### config.mk
export PLATFORM = sky130hd
export DESIGN_NAME = agpc_pin_cfg
export DESIGN_NICKNAME = d
export VERILOG_FILES = /design/src/agpc_p1_cell.v /design/src/agpc_pin_cfg.v
export VERILOG_INCLUDE_DIRS = /design/src
export SDC_FILE = /design/constraint.sdc
export NUM_CORES = 1
export LEC_CHECK = 0
export BUFFER_PORTS_ARGS = -buffer_cell sky130_fd_sc_hd__buf_2
export CORE_MARGIN = 8
export CORE_UTILIZATION = 52
export DETAILED_ROUTE_END_ITERATION = 6
export PLACE_DENSITY = 0.81
export REMOVE_ABC_BUFFERS = 1
export SLEW_MARGIN = 5
export SYNTH_ARGS = -nofsm -noshare
export SYNTH_HDL_FRONTEND = slang
export SYNTH_SLANG_ARGS = --single-unit
### constraint.sdc
create_clock -name ref_clk -period 3.4 [get_ports ref_clk]
set_input_delay 0.51 -clock ref_clk [delete_from_list [all_inputs] [get_ports ref_clk]]
set_output_delay 0.51 -clock ref_clk [all_outputs]
set_load 0.01 [all_outputs]
### src/agpc_defines.vh
/*
  register indices, field positions, reset value and function codes of
  the auxiliary gpio pin configuration block.
  assumes inclusion by bare name from the design files.
*/
`ifndef AGPC_DEFINES_VH
`define AGPC_DEFINES_VH

// register indices
`define AGPC_IDX_P7_1        8'hD9
`define AGPC_IDX_P7_2        8'hDA
`define AGPC_IDX_P7_3        8'hDB
`define AGPC_IDX_P7_4        8'hDC
`define AGPC_IDX_P7_5        8'hDD
`define AGPC_IDX_P7_6        8'hDE
`define AGPC_IDX_P7_7        8'hDF
`define AGPC_IDX_P1_0        8'hE0
`define AGPC_IDX_P1_1        8'hE1
`define AGPC_IDX_P1_2        8'hE2
`define AGPC_IDX_P1_3        8'hE3
`define AGPC_IDX_P1_4        8'hE4
`define AGPC_IDX_P1_5        8'hE5
`define AGPC_IDX_P1_6        8'hE6
`define AGPC_IDX_P1_7        8'hE7
`define AGPC_IDX_P1_DATA     8'hF0
`define AGPC_IDX_P7_DATA     8'hF1

// register counts and slots
`define AGPC_NUM_CFG         15
`define AGPC_SLOT_NONE       4'hF
`define AGPC_SLOT_P1_BASE    7

// reset value and write masks
`define AGPC_CFG_RESET       8'h01
`define AGPC_MASK_FULL       8'hFF
`define AGPC_MASK_P1_MID     8'h0F
`define AGPC_MASK_P1_6       8'h1F

// field positions
`define AGPC_BIT_DIR         0
`define AGPC_BIT_POL         1
`define AGPC_BIT_IEN         2
`define AGPC_BIT_ALT         3
`define AGPC_FSEL_HI         4
`define AGPC_FSEL_LO         3
`define AGPC_IRQ_HI          7
`define AGPC_IRQ_LO          4

// function select codes
`define AGPC_FSEL_DEDICATED  2'h0
`define AGPC_FSEL_GPIO       2'h1
`define AGPC_JOY_READ        2'h1
`define AGPC_JOY_CS          2'h2

`endif

### src/agpc_p1_cell.v
/*
  one port-1 pin: direction, polarity, interrupt contribution and the
  hand-over of the pin to an alternate function.
  assumes pin_sync is already synchronised to ref_clk.
*/
`timescale 1ns/100ps
`default_nettype none

`include "agpc_defines.vh"

module agpc_p1_cell
(
  // configuration
  input  wire [7:0] cfg,
  input  wire       data_bit,
  // alternate function
  input  wire       alt_en,
  input  wire       alt_is_out,
  input  wire       alt_val,
  // pin
  input  wire       pin_sync,
  output reg        pin_out,
  output reg        pin_oe,
  // status
  output wire       level,
  output wire       irq_req
);

  // polarity on input
  assign level = pin_sync ^ cfg[`AGPC_BIT_POL];

  // interrupt enable gate
  assign irq_req = cfg[`AGPC_BIT_IEN] & level;

  always @*
  begin
    pin_out = 1'b0;
    pin_oe  = 1'b0;
    if (alt_en && alt_is_out)
    begin
      pin_out = alt_val;
      pin_oe  = 1'b1;
    end
    else if (!alt_en)
    begin
      // direction bit
      pin_oe  = ~cfg[`AGPC_BIT_DIR];
      // polarity on output
      pin_out = data_bit ^ cfg[`AGPC_BIT_POL];
    end
  end

endmodule // agpc_p1_cell

`default_nettype wire

### src/agpc_pin_cfg.v
/*
  configuration registers and pin muxing for port-7 and port-1 pins of
  the auxiliary i/o device, with pin data and steered interrupt outputs.
  assumes a simple one-cycle register port on ref_clk and pins arriving
  asynchronously; peripheral signals come from logic on ref_clk.
*/
// Added by the designer: the strobed register port.
// Notes on behaviour
// port-7 bits 4:3 pick dedicated signal at 00, gpio at 01, reserved above.
// pins 7.1 to 7.7 carry carrier detect, rx, tx, dsr, rts, cts and dtr of serial 2.
// every configuration register loads 0x01 on the standby power-on reset.
// port-1 bit 0 makes the pin an input when set and an output when clear.
// port-1 bit 1 inverts the pin's logical sense when set.
// port-1 bit 2 lets the pin join the combined interrupt when set.
// pins 1.0 to 1.5 use bit 3 to pick the alternate function over basic i/o.
// pins 1.0 and 1.1 as inputs with alternate set drive the irq chosen by bits 7:4.
// pin 1.2 alternate is watchdog out, or infrared receive when ir option bit 6 is set.
// pin 1.3 alternate is power led, or infrared transmit when ir option bit 6 is set.
// pin 1.4 alternate drives the active-low address decode output.
// pin 1.5 alternate drives the active-low write strobe output.
// pin 1.6 bits 4:3 pick basic i/o, joystick read strobe or joystick chip select.
// reserved high bits of pins 1.2 to 1.6 always hold zero.
// the pin 7.1 register sits at index 0xD9.
// the combined interrupt is high while any enabled pin shows an active level.
`timescale 1ns/100ps
`default_nettype none

`include "agpc_defines.vh"

module agpc_pin_cfg
(
  // clock and reset
  input  wire        ref_clk,
  input  wire        rst_n,
  // register port
  input  wire [7:0]  reg_addr,
  input  wire [7:0]  reg_wdata,
  input  wire        reg_wr,
  input  wire        reg_rd,
  output reg  [7:0]  reg_rdata,
  // port-7 pins, bit 0 is pin 7.1
  input  wire [6:0]  p7_pin_in,
  output reg  [6:0]  p7_pin_out,
  output reg  [6:0]  p7_pin_oe,
  // port-1 pins
  input  wire [7:0]  p1_pin_in,
  output wire [7:0]  p1_pin_out,
  output wire [7:0]  p1_pin_oe,
  // second serial port
  output wire        serial2_carrier_detect_n,
  output wire        serial2_receive_data,
  output wire        serial2_data_set_ready_n,
  output wire        serial2_clear_to_send_n,
  input  wire        serial2_transmit_data,
  input  wire        serial2_request_to_send_n,
  input  wire        serial2_terminal_ready_n,
  // alternate function sources
  input  wire        ir_option_select,
  input  wire        watchdog_output,
  input  wire        power_led_output,
  input  wire        infrared_transmit_output,
  input  wire        addr_decode_n,
  input  wire        gp_write_strobe_n,
  input  wire        joystick_read_strobe_n,
  input  wire        joystick_chip_select_n,
  output wire        infrared_receive_input,
  // interrupts
  output reg  [15:0] host_irq,
  output reg         combined_irq
);

  // register index to storage slot, shared by write and read
  function [3:0] slot_of;
    input [7:0] idx;
    reg   [7:0] off;
    begin
      // offset fits four bits inside the mapped range
      off = idx - `AGPC_IDX_P7_1;
      // first slot at 0xD9
      if (idx >= `AGPC_IDX_P7_1 && idx <= `AGPC_IDX_P1_7)
        slot_of = off[3:0];
      else
        slot_of = `AGPC_SLOT_NONE;
    end
  endfunction

  // bits a slot can hold
  function [7:0] mask_of;
    input [3:0] slot;
    begin
      // reserved bits forced to zero
      if (slot >= 4'h9 && slot <= 4'hC)
        mask_of = `AGPC_MASK_P1_MID;
      else if (slot == 4'hD)
        mask_of = `AGPC_MASK_P1_6;
      else
        mask_of = `AGPC_MASK_FULL;
    end
  endfunction

  reg  [7:0] cfg_q [0:`AGPC_NUM_CFG-1];
  reg  [6:0] p7_data_q;
  reg  [7:0] p1_data_q;
  reg  [6:0] p7_meta_q;
  reg  [6:0] p7_sync_q;
  reg  [7:0] p1_meta_q;
  reg  [7:0] p1_sync_q;
  reg  [15:0] host_irq_d;
  reg  [7:0] rdata_d;
  wire [3:0] wr_slot;
  wire [3:0] rd_slot;
  wire [7:0] p1_level;
  wire [7:0] p1_irq_req;
  wire [6:0] p7_level;
  wire [6:0] p7_dedicated;
  wire [6:0] ser_out;
  wire [7:0] alt_en;
  wire [7:0] alt_is_out;
  wire [7:0] alt_val;
  wire [1:0] joy_sel;
  integer    i;

  assign wr_slot = slot_of(reg_addr);
  assign rd_slot = slot_of(reg_addr);

  // configuration and data registers
  always @(posedge ref_clk)
  begin
    if (!rst_n)
    begin
      // standby reset value
      for (i = 0; i < `AGPC_NUM_CFG; i = i + 1)
        cfg_q[i] <= `AGPC_CFG_RESET;
      p7_data_q <= 7'h00;
      p1_data_q <= 8'h00;
    end
    else if (reg_wr)
    begin
      if (wr_slot != `AGPC_SLOT_NONE)
        cfg_q[wr_slot] <= reg_wdata & mask_of(wr_slot);
      else if (reg_addr == `AGPC_IDX_P1_DATA)
        p1_data_q <= reg_wdata;
      else if (reg_addr == `AGPC_IDX_P7_DATA)
        p7_data_q <= reg_wdata[7:1];
    end
  end

  // two-stage synchronisers on every pin input
  always @(posedge ref_clk)
  begin
    if (!rst_n)
    begin
      p7_meta_q <= 7'h00;
      p7_sync_q <= 7'h00;
      p1_meta_q <= 8'h00;
      p1_sync_q <= 8'h00;
    end
    else
    begin
      p7_meta_q <= p7_pin_in;
      p7_sync_q <= p7_meta_q;
      p1_meta_q <= p1_pin_in;
      p1_sync_q <= p1_meta_q;
    end
  end

  // read data valid in the cycle after the strobe only
  always @*
  begin
    rdata_d = 8'h00;
    if (rd_slot != `AGPC_SLOT_NONE)
      rdata_d = cfg_q[rd_slot];
    else if (reg_addr == `AGPC_IDX_P1_DATA)
      rdata_d = p1_level;
    else if (reg_addr == `AGPC_IDX_P7_DATA)
      rdata_d = {p7_level, 1'b0};
  end

  always @(posedge ref_clk)
  begin
    if (!rst_n)
      reg_rdata <= 8'h00;
    else if (reg_rd)
      reg_rdata <= rdata_d;
    else
      reg_rdata <= 8'h00;
  end

  // serial 2 outputs placed on 7.3, 7.5 and 7.7
  assign ser_out = {serial2_terminal_ready_n, 1'b0, serial2_request_to_send_n, 1'b0,
                    serial2_transmit_data, 2'h0};

  genvar g;
  generate
    for (g = 0; g < 7; g = g + 1)
    begin : p7_pin
      wire [7:0] c = cfg_q[g];
      wire       is_out = (g == 2) || (g == 4) || (g == 6);
      // function select on bits 4:3
      assign p7_dedicated[g] = (c[`AGPC_FSEL_HI:`AGPC_FSEL_LO] == `AGPC_FSEL_DEDICATED);
      assign p7_level[g] = p7_sync_q[g] ^ c[`AGPC_BIT_POL];
      always @*
      begin
        p7_pin_out[g] = 1'b0;
        p7_pin_oe[g]  = 1'b0;
        if (p7_dedicated[g])
        begin
          p7_pin_out[g] = ser_out[g];
          p7_pin_oe[g]  = is_out;
        end
        // gpio mode, reserved codes leave pin idle
        else if (c[`AGPC_FSEL_HI:`AGPC_FSEL_LO] == `AGPC_FSEL_GPIO)
        begin
          p7_pin_out[g] = p7_data_q[g] ^ c[`AGPC_BIT_POL];
          p7_pin_oe[g]  = ~c[`AGPC_BIT_DIR];
        end
      end
    end
  endgenerate

  // serial 2 inputs idle high when the pin is not theirs
  assign serial2_carrier_detect_n = p7_dedicated[0] ? p7_sync_q[0] : 1'b1;
  assign serial2_receive_data     = p7_dedicated[1] ? p7_sync_q[1] : 1'b1;
  assign serial2_data_set_ready_n = p7_dedicated[3] ? p7_sync_q[3] : 1'b1;
  assign serial2_clear_to_send_n  = p7_dedicated[5] ? p7_sync_q[5] : 1'b1;

  assign joy_sel = cfg_q[13][`AGPC_FSEL_HI:`AGPC_FSEL_LO];

  // irq steering only while the pin is an input
  assign alt_en[0] = cfg_q[7][`AGPC_BIT_ALT] & cfg_q[7][`AGPC_BIT_DIR];
  assign alt_en[1] = cfg_q[8][`AGPC_BIT_ALT] & cfg_q[8][`AGPC_BIT_DIR];
  // alternate select on bit 3
  assign alt_en[2] = cfg_q[9][`AGPC_BIT_ALT];
  assign alt_en[3] = cfg_q[10][`AGPC_BIT_ALT];
  assign alt_en[4] = cfg_q[11][`AGPC_BIT_ALT];
  assign alt_en[5] = cfg_q[12][`AGPC_BIT_ALT];
  // joystick codes, code 11 falls back to basic i/o
  assign alt_en[6] = (joy_sel == `AGPC_JOY_READ) || (joy_sel == `AGPC_JOY_CS);
  // pin 1.7 alternate not covered here
  assign alt_en[7] = 1'b0;

  // infrared receive turns pin 1.2 into an input
  assign alt_is_out = {1'b0, 4'hF, ~ir_option_select, 2'h0};

  assign alt_val[0] = 1'b0;
  assign alt_val[1] = 1'b0;
  // watchdog output
  assign alt_val[2] = watchdog_output;
  // power led or infrared transmit
  assign alt_val[3] = ir_option_select ? infrared_transmit_output : power_led_output;
  // address decode, active low
  assign alt_val[4] = addr_decode_n;
  // write strobe, active low
  assign alt_val[5] = gp_write_strobe_n;
  // joystick strobes, active low
  assign alt_val[6] = (joy_sel == `AGPC_JOY_READ) ? joystick_read_strobe_n
                                                  : joystick_chip_select_n;
  assign alt_val[7] = 1'b0;

  // infrared receive path
  assign infrared_receive_input = (alt_en[2] & ir_option_select) ? p1_sync_q[2] : 1'b0;

  generate
    for (g = 0; g < 8; g = g + 1)
    begin : p1_pin
      agpc_p1_cell u_cell
      (
        .cfg        (cfg_q[`AGPC_SLOT_P1_BASE + g]),
        .data_bit   (p1_data_q[g]),
        .alt_en     (alt_en[g]),
        .alt_is_out (alt_is_out[g]),
        .alt_val    (alt_val[g]),
        .pin_sync   (p1_sync_q[g]),
        .pin_out    (p1_pin_out[g]),
        .pin_oe     (p1_pin_oe[g]),
        .level      (p1_level[g]),
        .irq_req    (p1_irq_req[g])
      );
    end
  endgenerate

  // code 0000 steers nowhere, so irq 0 is never driven
  generate
    for (g = 0; g < 16; g = g + 1)
    begin : irq_map
      localparam [3:0] K = g;
      // irq number from bits 7:4
      always @*
      begin
        host_irq_d[g] = 1'b0;
        if (K != 4'h0)
          host_irq_d[g] =
            (alt_en[0] & p1_level[0] & (cfg_q[7][`AGPC_IRQ_HI:`AGPC_IRQ_LO] == K)) |
            (alt_en[1] & p1_level[1] & (cfg_q[8][`AGPC_IRQ_HI:`AGPC_IRQ_LO] == K));
      end
    end
  endgenerate

  // registered to keep glitches of the pin mux off the irq lines
  always @(posedge ref_clk)
  begin
    if (!rst_n)
    begin
      host_irq     <= 16'h0000;
      combined_irq <= 1'b0;
    end
    else
    begin
      host_irq     <= host_irq_d;
      // combined interrupt is a level
      combined_irq <= |p1_irq_req;
    end
  end

endmodule // agpc_pin_cfg

`default_nettype wire

==> impl_metrics.csv <==
group,metric,value,unit
status,outcome,"complete, no violations",
clocking,clk_latency,0.44,ns
cells_and_area,final-seq-area,5010,um2
critical_path,cp_slowest_cell,"or3b_1",
power_and_ir_drop,power,5.17,mW
logic_synthesis,netlist_area,8690,um2
critical_path,reg2reg_setup_slack,1.58,ns
clocking,postCtsSetupBuffers,0,
critical_path,cp_slowest_stage_delay,0.37,ns
sta,worstMarginPinSlew,1.10,ns
floorplan,die_area,21100,um2
place,place.gp.congestion,0.945,
global_route,grt_max_degree,28,
place,io_buffers,104,
route,drt_wl_total,25300,um
floorplan,start_util,0.528,
floorplan,ios,106,
cells_and_area,syn2layout_area_growth,16.4,%
clocking,numClockSinks,190,
cells_and_area,multi_input_area,3370,um2
sta,slew_headroom,0.257,
place,hpwl,18300,um
job,drv_cap,0,
sta,rsz0062_at_grt,"false",
cells_and_area,final-instance-count-excl-fill,1152,
clocking,cts-htree-levels,4,
logic_synthesis,yosys.area.top_type,"edfxtp_1",
global_route,overflow,0,
logic_synthesis,netlist_instances,805,
hold_path,hold_path_depth,2,
cells_and_area,final_common_cell,"nor2_1",
global_route,antenna_found_initial,0,
cells_and_area,nNetsFinal,969,
critical_path,cp.required,3.53,ns
hold_path,hold_path.startpoint,"p7_pin_in[2]",
logic_synthesis,ys_seq_area_frac,0.577,
cells_and_area,final_cell_mix,"nor2_1 (147), edfxtp_1 (121), buf_2 (104)",
global_route,track_usage,0.238,
cells_and_area,antenna_cells,0,
floorplan,core,16500,um2
logic_synthesis,synth_area_leaders,"edfxtp_1 (42%), dfxtp_1 (16%), nor2_1 (6.3%), mux2i_1 (2.6%), and2_1 (2.5%)",
global_route,grt_pass1_vias,6751,
clocking,clock-root-buffer,"clkbuf_16",
place,placedCellCount,1120,
hold_path,hold_path_end,"p7_meta_q[2]",
sta,max_freq,369,MHz
floorplan,die_w,145,um
logic_synthesis,synth-edff-count,121,
logic_synthesis,synth_seq_cells,190,
sta,setup_viol,0,
sta,fin_tns_setup,0,ns
sta,slew_viol_final,0,
critical_path,r2r-start,"cfg_q[7][1]",
power_and_ir_drop,vdd_ir_drop_max,0.000390,V
clocking,tritoncts,"yes",
logic_synthesis,async_reset_ff_frac,0,
route,dr.pass1.iters,6,
logic_synthesis,synth.top_cell.area_share,0.418,
cells_and_area,post-route-util,0.615,
sta,whs,0.265,ns
critical_path,path_cells,"buf_2, inv_1, ha_1, or3b_1, and3_1, or2_0, buf_4, and3_1, nand2_1, nand2_1",
critical_path,worstPathArrival,2.84,ns
logic_synthesis,synth_cell_types,66,
hold_path,min_path_type,"in -> reg",
cells_and_area,num-fill-cells,1309,
logic_synthesis,yosysWarningCount,0,
floorplan,num_rows,47,
critical_path,cp-end-kind,"flip-flop",
logic_synthesis,avgSynthCellArea,10.8,um2
route,drcViolationCount,0,
route,wl_per_cell,21.9,um
cells_and_area,drive_above_1_share,0.212,
global_route,grt_first_pass_wirelength,38600,um
clocking,cts-hold-fix-buffers,0,
clocking,clk_pin_slew_worst_paths,0.08,ns
power_and_ir_drop,leakage,4.05,nW
route,postRouteAntennaNets,0,
critical_path,r2r_end,"host_irq[4]",
sta,finClkSkew,0.00796,ns
sta,min_period_over_period,0.796,
clocking,numCtsBuffers,17,
sta,hold_viol_final,0,
route,drt_iter0_drc,1119,
route,via_per_inst,5.91,
route,via_count,6814,
clocking,cts_resized,0,
critical_path,cp_max_fo,11,
critical_path,crit_buf_inv,3,
clocking,cts_max_path_buffers,2,
critical_path,cp_top_family,"simple AND/OR/NAND/NOR gates",
critical_path,critPathLaunchType,"input pin",
critical_path,criticalPathCategory,"in -> reg",
logic_synthesis,synthFlopType,"edfxtp_1",
power_and_ir_drop,powerDensity,511,nW/um2
critical_path,reg2reg_depth,6,
floorplan,die_h,145,um
sta,fin_crit,2.71,ns
[flip-flops by register name (all words and copies together), names as in the netlist]
signal and count:
cfg_q 121, host_irq 15, p1_data_q 8, p1_meta_q 8, p1_sync_q 8, reg_rdata 8
p7_data_q 7, p7_meta_q 7, p7_sync_q 7, combined_irq 1
[through the flow]
| step | worst slack [ns] | area, um2 |
|---|---|---|
| after floorplan | 0.127 | 8440 |
| after global placement | 0.388 | 9510 |
| after detailed placement | 0.256 | 9510 |
| after CTS | 0.724 | 10100 |
| after global routing | 0.519 | 10100 |
| final | 0.692 | 10100 |
[kinds of logic after synthesis]
| family | count (synthesis) | synth area share |
|---|---|---|
| AO/OA/AOI/OAI | 150 | 0.125 |
| XOR/XNOR | 32 | 0.0322 |
| adder cells (fa/ha/maj) | 4 | 0.00576 |
| buffers and inverters | 78 | 0.0443 |
| flip-flops | 190 | 0.577 |
| multiplexers | 35 | 0.0420 |
| other | 1 | 0.000431 |
| AND/OR/NAND/NOR | 315 | 0.173 |
[final cells by class]
class                      instances  area share
sequential                       190       0.495
multi-input combinational        557       0.333
timing repair buffer             139      0.0786
clock buffer                      17      0.0420
tap                              220      0.0272
clock inverter                    15      0.0187
inverter                          14     0.00519
[worst max-delay path by stage]
| stage | depth (start not counted) | endpoint | start |
|---|---|---|---|
| global placement | 10 | cfg_q[5][2] | reg_addr[1] |
| finish | 10 | cfg_q[5][4] | reg_addr[0] |
| CTS | 10 | cfg_q[5][7] | reg_addr[1] |
| global route | 10 | cfg_q[5][3] | reg_addr[1] |
| floorplan | 5 | cfg_q[10][0] | reg_addr[0] |
| detailed placement | 10 | cfg_q[5][0] | reg_addr[1] |
[worst reg2reg max path: stages, from the launching register on]
cell and delay (ns):
edfxtp_1 0.47, xor2_1 0.46, nand3_1 0.22, nor2_1 0.13, nand2_1 0.12, nor3_1 0.21, o21a_1 0.16
[where the power goes]
part | total, mW | internal (mW) | switching [mW]
clock | 2.07 | 1.12 | 0.943
sequential | 2.62 | 2.55 | 0.0718
combinational | 0.481 | 0.174 | 0.307
[synthesized netlist by cell type (10+ instances only)]
cell type    n
nor2_1     147
edfxtp_1   121
dfxtp_1     69
and2_1      35
nand2_1     30
clkbuf_1    29
a21oi_1     26
o21ai_0     24
mux2i_1     23
buf_4       18
nand2b_1    18
xor2_1      18
a22oi_1     17
nand3_1     16
nor3_1      16
buf_2       14
xnor2_1     14
inv_1       13
mux2_2      12
nor4_1      10
or3_1       10
[per-layer routing]
layer | wire [um] | GRT usage
met1 | 9320 | 0.280
met2 | 12200 | 0.399
met3 | 2680 | 0.0606
met4 | 1080 | 0.121
met5 | 0 | 0
No activity file was read; power rests on OpenSTA's default activity.
